==> src/rcd_regs.svh <==
// Constants for the reset cause and debug forced reset block
`ifndef RCD_REGS_SVH
`define RCD_REGS_SVH

// Reset cause flag positions
`define RCD_BIT_POWER_ON    7
`define RCD_BIT_PIN         6
`define RCD_BIT_WATCHDOG    5
`define RCD_BIT_BAD_OPCODE  4
`define RCD_BIT_BAD_ADDRESS 3
`define RCD_BIT_LOW_VOLTAGE 1

// Reset values and read masks
`define RCD_CAUSE_POR_VALUE 8'h82
`define RCD_CAUSE_READ_MASK 8'hFA
`define RCD_DBG_READ_VALUE  8'h00

// Watchdog service keys
`define RCD_KEY_FIRST  8'h55
`define RCD_KEY_SECOND 8'hAA

// Debug forced reset register field
`define RCD_DBG_FORCE_BIT 0

// Timing: bus clock period and least reset hold time
`define RCD_CLK_PERIOD_NS 100
`define RCD_HOLD_MIN_NS   1600
`define RCD_HOLD_CYCLES   ((`RCD_HOLD_MIN_NS + `RCD_CLK_PERIOD_NS - 1) / `RCD_CLK_PERIOD_NS)

`endif

==> src/rcd_pkg.sv <==
// Types shared by the reset cause block
package rcd_pkg;

	typedef enum logic [1:0] {
		RCD_RUN  = 2'b01,
		RCD_HOLD = 2'b10
	} rcd_state_e;

	typedef struct packed {
		rcd_state_e state;
		logic [7:0] cause;
		logic       armed;
		logic [7:0] hold_cnt;
		logic       sys_reset;
		logic       wdog_clear;
		logic [7:0] cpu_rdata;
		logic [7:0] dbg_rdata;
	} rcd_core_s;

	typedef struct packed {
		logic s1;
		logic s2;
		logic s3;
		logic level;
	} rcd_sync_s;

endpackage : rcd_pkg

==> src/rcd_pin_sync.sv <==
// Three-stage pin synchroniser with agreement filter
`timescale 1ns/1ps

module rcd_pin_sync
	import rcd_pkg::*;
#(
	parameter logic IDLE = 1'b1
) (
	input  wire logic clk,
	input  wire logic rst_n,
	input  wire logic pin,
	output logic      level
);

	rcd_sync_s r;
	rcd_sync_s next_r;

	// Shift the pin in; the level moves only when stages two and three agree
	always_comb begin
		next_r    = r;
		next_r.s1 = pin;
		next_r.s2 = r.s1;
		next_r.s3 = r.s2;
		if (r.s2 == r.s3) begin
			next_r.level = r.s3;
		end
	end

	// State register
	always_ff @(posedge clk or negedge rst_n) begin
		if (!rst_n) begin
			r <= '{s1: IDLE, s2: IDLE, s3: IDLE, level: IDLE};
		end else begin
			r <= next_r;
		end
	end

	assign level = r.level;

endmodule : rcd_pin_sync

==> src/rcd_reset_cause.sv <==
// Reset cause recorder, watchdog write decoder and debug forced reset
`timescale 1ns/1ps
`include "rcd_regs.svh"

// Functional notes
// - An 8-bit read-only reset cause register reports the source of the latest reset.
// - A debug-forced reset leaves every reset cause flag cleared.
// - With watchdog enabled, writing any value but 0x55 or 0xAA causes watchdog reset.
// - Writing 0x55 then 0xAA clears the watchdog counter; flags stay unchanged.
// - Power-on reset sets power-on bit 7 and low-voltage bit 1, clears others.
// - Enabled low-voltage trip resets, sets bit 1, keeps the power-on flag.
// - Other resets set bits 6..3 of active sources, clear the rest.
// - External reset pin low sets flag bit 6.
// - Watchdog timeout reset sets bit 5; none occurs while watchdog is disabled.
// - Unimplemented opcode, or stop with stop_allow 0, resets and sets bit 4.
// - Enter-debug instruction with debug_mode_allow 0 counts as a bad opcode.
// - Access to an unimplemented address resets and sets bit 3.
// - CPU writes to the debug forced reset register are ignored.
// - Reads of the debug forced reset register return 0x00.
// - Writing 1 to the debug force bit via the debug port resets the device.
// - With watchdog enabled in window mode, any cause-address write in the first 75% resets the device.
module rcd_reset_cause
	import rcd_pkg::*;
#(
	parameter int HOLD_CYCLES = `RCD_HOLD_CYCLES
) (
	input  wire logic       clk,
	input  wire logic       rst_n,
	// CPU access to the reset cause and debug forced reset addresses
	input  wire logic       cpu_cause_sel,
	input  wire logic       cpu_dbg_sel,
	input  wire logic       cpu_wr,
	input  wire logic       cpu_rd,
	input  wire logic [7:0] cpu_wdata,
	output logic      [7:0] cpu_rdata,
	// Serial debug port access to the debug forced reset register
	input  wire logic       dbg_sel,
	input  wire logic       dbg_wr,
	input  wire logic       dbg_rd,
	input  wire logic [7:0] dbg_wdata,
	output logic      [7:0] dbg_rdata,
	// Reset sources
	input  wire logic       reset_pin_n,
	input  wire logic       supply_low,
	input  wire logic       low_voltage_reset_enable,
	input  wire logic       watchdog_enable,
	input  wire logic       watchdog_window_mode,
	input  wire logic       wdog_late_window,
	input  wire logic       wdog_timeout,
	input  wire logic       bad_opcode_fetch,
	input  wire logic       stop_attempt,
	input  wire logic       stop_allow,
	input  wire logic       enter_debug_attempt,
	input  wire logic       debug_mode_allow,
	input  wire logic       bad_address_access,
	// Results
	output logic            sys_reset,
	output logic            wdog_clear,
	output logic      [7:0] reset_cause_register
);

	rcd_core_s r;
	rcd_core_s next_r;

	logic pin_level;
	logic supply_low_level;

	// True for either watchdog service key
	function automatic logic rcd_is_key(input logic [7:0] d);
		rcd_is_key = (d == `RCD_KEY_FIRST) || (d == `RCD_KEY_SECOND);
	endfunction : rcd_is_key

	// Pin-level sources pass the synchroniser
	rcd_pin_sync #(
		.IDLE (1'b1)
	) u_pin_sync (
		.clk   (clk),
		.rst_n (rst_n),
		.pin   (reset_pin_n),
		.level (pin_level)
	);

	rcd_pin_sync #(
		.IDLE (1'b0)
	) u_supply_sync (
		.clk   (clk),
		.rst_n (rst_n),
		.pin   (supply_low),
		.level (supply_low_level)
	);

	// Reset event decode
	logic cause_wr;
	logic bad_key;
	logic win_viol;
	logic ev_wdog;
	logic ev_op;
	logic ev_addr;
	logic ev_pin;
	logic ev_lv;
	logic ev_dbg;
	logic ev_other;

	assign cause_wr = cpu_wr && cpu_cause_sel;
	assign bad_key  = cause_wr && !rcd_is_key(cpu_wdata);
	assign win_viol = cause_wr && watchdog_window_mode && !wdog_late_window;
	assign ev_wdog  = watchdog_enable && (wdog_timeout || bad_key || win_viol);
	assign ev_op    = bad_opcode_fetch || (stop_attempt && !stop_allow)
	                  || (enter_debug_attempt && !debug_mode_allow);
	assign ev_addr  = bad_address_access;
	assign ev_pin   = !pin_level;
	assign ev_lv    = low_voltage_reset_enable && supply_low_level;
	assign ev_dbg   = dbg_sel && dbg_wr && dbg_wdata[`RCD_DBG_FORCE_BIT];
	assign ev_other = ev_pin || ev_wdog || ev_op || ev_addr;

	// Next-state logic: event capture, reset hold and watchdog service decode
	always_comb begin
		next_r            = r;
		next_r.wdog_clear = 1'b0;
		next_r.dbg_rdata  = `RCD_DBG_READ_VALUE;
		if (cpu_rd) begin
			// CPU reads of the debug register return zero
			next_r.cpu_rdata = cpu_cause_sel ? (r.cause & `RCD_CAUSE_READ_MASK) : `RCD_DBG_READ_VALUE;
		end
		case (r.state)
			RCD_RUN: begin
				if (ev_lv || ev_dbg || ev_other) begin
					next_r.state     = RCD_HOLD;
					next_r.sys_reset = 1'b1;
					next_r.hold_cnt  = 8'(HOLD_CYCLES - 1);
					next_r.armed     = 1'b0;
					if (ev_lv) begin
						// Low voltage keeps only the power-on flag
						next_r.cause                       = 8'h00;
						next_r.cause[`RCD_BIT_POWER_ON]    = r.cause[`RCD_BIT_POWER_ON];
						next_r.cause[`RCD_BIT_LOW_VOLTAGE] = 1'b1;
					end else if (ev_dbg) begin
						next_r.cause = 8'h00;
					end else begin
						// Record every source active at entry
						next_r.cause                       = 8'h00;
						next_r.cause[`RCD_BIT_PIN]         = ev_pin;
						next_r.cause[`RCD_BIT_WATCHDOG]    = ev_wdog;
						next_r.cause[`RCD_BIT_BAD_OPCODE]  = ev_op;
						next_r.cause[`RCD_BIT_BAD_ADDRESS] = ev_addr;
					end
				end else if (cause_wr) begin
					// Service keys: first arms, second clears the watchdog
					if (cpu_wdata == `RCD_KEY_FIRST) begin
						next_r.armed = 1'b1;
					end else if (cpu_wdata == `RCD_KEY_SECOND && r.armed) begin
						next_r.wdog_clear = 1'b1;
						next_r.armed      = 1'b0;
					end else begin
						next_r.armed = 1'b0;
					end
				end
			end
			RCD_HOLD: begin
				// Hold the least time, then until pin and supply recover
				if (r.hold_cnt != 8'h00) begin
					next_r.hold_cnt = r.hold_cnt - 8'h01;
				end else if (pin_level && !ev_lv) begin
					next_r.state     = RCD_RUN;
					next_r.sys_reset = 1'b0;
				end
			end
			default: begin
				next_r.state     = RCD_HOLD;
				next_r.sys_reset = 1'b1;
				next_r.hold_cnt  = 8'(HOLD_CYCLES - 1);
			end
		endcase
	end

	// State register; power-on values on rst_n
	always_ff @(posedge clk or negedge rst_n) begin
		if (!rst_n) begin
			r.state      <= RCD_RUN;
			r.cause      <= `RCD_CAUSE_POR_VALUE;
			r.armed      <= 1'b0;
			r.hold_cnt   <= 8'h00;
			r.sys_reset  <= 1'b0;
			r.wdog_clear <= 1'b0;
			r.cpu_rdata  <= 8'h00;
			r.dbg_rdata  <= 8'h00;
		end else begin
			r <= next_r;
		end
	end

	// Outputs straight from the state register
	assign sys_reset            = r.sys_reset;
	assign wdog_clear           = r.wdog_clear;
	assign cpu_rdata            = r.cpu_rdata;
	assign dbg_rdata            = r.dbg_rdata;
	assign reset_cause_register = r.cause & `RCD_CAUSE_READ_MASK;
endmodule : rcd_reset_cause

==> config.mk <==
export PLATFORM = sky130hd
export DESIGN_NAME = rcd_reset_cause
export DESIGN_NICKNAME = d
export VERILOG_FILES = /design/src/rcd_pkg.sv /design/src/rcd_pin_sync.sv /design/src/rcd_reset_cause.sv
export VERILOG_INCLUDE_DIRS = /design/src
export SDC_FILE = /design/constraint.sdc
export NUM_CORES = 1
export LEC_CHECK = 0
export BUFFER_PORTS_ARGS = -buffer_cell sky130_fd_sc_hd__buf_4
export CAP_MARGIN = 20
export CORE_ASPECT_RATIO = 1.2
export CORE_MARGIN = 4
export CORE_UTILIZATION = 33
export CTS_CLUSTER_SIZE = 10
export DETAILED_ROUTE_END_ITERATION = 7
export SLEW_MARGIN = 20
export SYNTH_ARGS = -nofsm -noshare
export SYNTH_HDL_FRONTEND = slang
export SYNTH_HIERARCHICAL = 1
export SYNTH_SLANG_ARGS = --single-unit
export TNS_END_PERCENT = 100
==> constraint.sdc <==
create_clock -name clk -period 1.5 [get_ports clk]
set_input_delay 0.075 -clock clk [delete_from_list [all_inputs] [get_ports clk]]
set_output_delay 0.075 -clock clk [all_outputs]
set_load 0.05 [all_outputs]
==> results.cfg <==
[status]
outcome = finished, final reports clean

[worst_setup_path]
worstSetupStartpointType = flip-flop
crit_required_ps = 1720
critical_path_class = reg -> reg
cp-end-kind = flip-flop
crit_arrival_ps = 1710
crit_fanout = 6

[finish]
drive_gt1_share_pct = 45.6
n_antenna_cell = 0
instances_no_fill = 286
num-fill-cells = 496
syn2layout_area_growth_pct = 33.1
ff_latch_area_sq_um = 835
multiInputGateArea_sq_um = 791
fin_nets = 265
fin_util_pct = 46.7

[logic_synthesis]
synth_seq_cells = 33
synth_area_sq_um = 1770
syn_area_per_cell_sq_um = 10.5
yosysUniqueCellTypes = 43
ys_warn_count = 6
syn-instance-count = 168
ys_seq_area_share_pct = 47.2

[grt]
grt_max_degree = 34
grt_pass1_wl_mm = 6.01
met2_usage_pct = 19.5
grtUsageTotal_pct = 11.9
use_met3_pct = 4.02
use_met1_pct = 14.4
overflow = 0
grt_pass1_vias = 1299
grt_busiest_layer = met2
antenna_found_initial = 0

[placed_design]
dp_cells = 273
io_buffers = 42
dp_hpwl_mm = 2.81
gp_congestion = 0.795

[cts]
cts_num_sinks = 33
clk_pin_slew_ps = 70
numCtsBuffers = 5
cts_tree = done
clk_latency_ps = 280
root_buffer = clkbuf_8
cts-htree-levels = 2
clock_path_buffers = 2

[floorplan]
ios = 64
floorplan.initialDensity_pct = 35.0
die_h_um = 88.2
fp-row-count = 28
die_area_sq_um = 6600
core_sq_um = 5040
die_w_um = 74.8

[sta]
finClkSkew_ps = 7.20
final.period_utilization_pct = 99.6
final-setup-viol-count = 0
max_freq_ghz = 0.669
worst_hold_slack_ps = 31.8
slew_violations = 0
fin_crit_ps = 1490
hold_viol_final = 0
rsz0062_at_grt = yes

[power_and_ir_drop]
peakVddDrop_uv = 435
p_per_area_nw_per_um2 = 766
leakagePower_nw = 1.09
p_total_w = 0.00180

[route]
drt-vias-per-instance = 4.73
routedWlPerCell_um = 12.8
drtPass1Iterations = 4
drcViolationCount = 0
vias = 1352
ant_nets = 0
first_iter_violations = 51
routed_wl_mm = 3.67

[run]
max_cap_viol_count = 0

[hold_path]
min_path_type = in -> reg
synthesized netlist by cell type:
cell | instances | area (sq um)
nand3_1 | 8 | 40.0
o21ai_4 | 1 | 16.3
o21ai_1 | 4 | 20.0
nor2b_1 | 3 | 18.8
o41ai_1 | 1 | 8.76
and4b_4 | 1 | 13.8
a31oi_1 | 2 | 12.5
buf_6 | 1 | 11.3
nand4bb_1 | 4 | 45.0
inv_1 | 15 | 56.3
a21oi_1 | 3 | 15.0
nor2_4 | 1 | 11.3
and4b_1 | 1 | 10.0
o21ai_0 | 8 | 40.0
mux2i_1 | 3 | 30.0
o2bb2ai_2 | 3 | 45.0
nand2b_1 | 2 | 12.5
o2111ai_4 | 1 | 26.3
a22o_1 | 2 | 17.5
clkbuf_1 | 2 | 7.51
maj3_2 | 2 | 22.5
dfstp_2 | 7 | 184
buf_4 | 24 | 180
conb_1 | 1 | 3.75
nor2_1 | 5 | 18.8
and3_1 | 1 | 6.26
nand2_4 | 1 | 11.3
o2111ai_2 | 1 | 15.0
nand4_1 | 1 | 6.26
a221oi_2 | 1 | 15.0
a22oi_1 | 1 | 7.51
nor3_1 | 4 | 20.0
a32oi_1 | 1 | 8.76
o22ai_1 | 2 | 12.5
xnor2_1 | 1 | 8.76
o2bb2ai_1 | 2 | 17.5
dfrtp_1 | 26 | 651
nand2_1 | 13 | 48.8
ha_1 | 2 | 25.0
nor4_1 | 2 | 12.5
nor4b_2 | 1 | 15.0
a21o_1 | 1 | 7.51
and2_1 | 2 | 12.5
area by class of cell:
class	count	area share, %
multi-input cells	104	33.6
well taps	60	3.19
flip-flops and latches	33	35.5
clock inverters	3	0.744
repair buffers	66	21.7
inverters	15	2.39
clock buffers	5	2.92
cells in the final DEF (no fill, tap or decap), types with 3 or more instances in the layout:
cell type and count:
dfrtp_1 26, nand3_1 8, mux2i_1 3, inv_1 13, nand4bb_1 4, o21ai_1 3
dlygate4sd3_1 3, buf_4 61, a21oi_1 3, o2bb2ai_2 3, nand2_1 12, clkbuf_8 5
conb_1 12, dfstp_2 7, nor2_1 5, o21ai_0 8
cell families (layout without fill, tap and decap cells):
| group | after synthesis | in the layout | share of synthesized area (%) |
|---|---|---|---|
| compound gates | 34 | 34 | 16.1 |
| xor+xnor | 1 | 1 | 0.495 |
| fa+ha+maj | 4 | 4 | 2.69 |
| buf+inv | 42 | 89 | 14.4 |
| flops | 33 | 33 | 47.2 |
| mux | 3 | 3 | 1.70 |
| other cells | 1 | 12 | 0.212 |
| simple gates | 50 | 50 | 17.1 |
path summary, 6_finish.rpt:
kind,from,end,slack (ps),cells after the start
setup / recovery,u_pin_sync/level,r[23],6,5
hold / removal,bad_address_access,reset_cause_register[3],30,2
min in group asynchronous,rst_n,cpu_rdata[5],260,2
max in group asynchronous,rst_n,reset_cause_register[7],900,2
hold reg to reg,u_supply_sync/next_r[2],u_supply_sync/next_r[1],350,0
setup reg to reg,u_pin_sync/level,r[23],6,5
where the power goes:
part           switching (W)  leakage [nW]  total (W)  internal, W
sequential        0.00000677         0.385   0.000918     0.000911
clock               0.000339        0.0439   0.000659     0.000320
combinational       0.000140         0.661   0.000226    0.0000859
registers in the layout, summed over array words and instances, names as in the netlist:
| name | cells |
|---|---|
| cpu_rdata | 6 |
| r | 11 |
| reset_cause_register | 6 |
| sys_reset | 1 |
| u_pin_sync/level | 1 |
| u_pin_sync/next_r | 2 |
| u_pin_sync/r | 1 |
| u_supply_sync/level | 1 |
| u_supply_sync/next_r | 2 |
| u_supply_sync/r | 1 |
| wdog_clear | 1 |
metal layers:
layer	vias up	share of wire [%]	wire length, um
li1	667	-	-
met1	644	42	1560
met2	34	49	1800
met3	7	6.3	231
met4	0	2.1	78
met5	-	0	0
stage by stage:
stage          setup TNS [ps]  area, sq um  setup slack (ps)
5_1_grt                  -493         2350             -85.2
6_report                    0         2350              6.15
3_3_place_gp                0         2150              20.3
2_1_floorplan               0         1820              18.7
3_5_place_dp            -9.44         2150             -9.44
4_1_cts                     0         2270             0.164
what timing repair did:
item / 4_1_cts / 5_1_grt
setup buffers: 0 / 2
endpoints found under the hold margin: 28 / 0
resized for setup: 3 / 14
gates cloned: 0 / 0
pin swaps: 0 / 7
hold buffers: 3 / 0
setup endpoints to repair: 3 / 11
worst max-delay path, cell delays in order (launching register included):
cell and delay [ps]:
dfstp_2 530, and4b_2 270, o2111ai_4 170, nor2_4 250
buf_6 130, o2bb2ai_2 80
(Power assumes the default switching activity.)
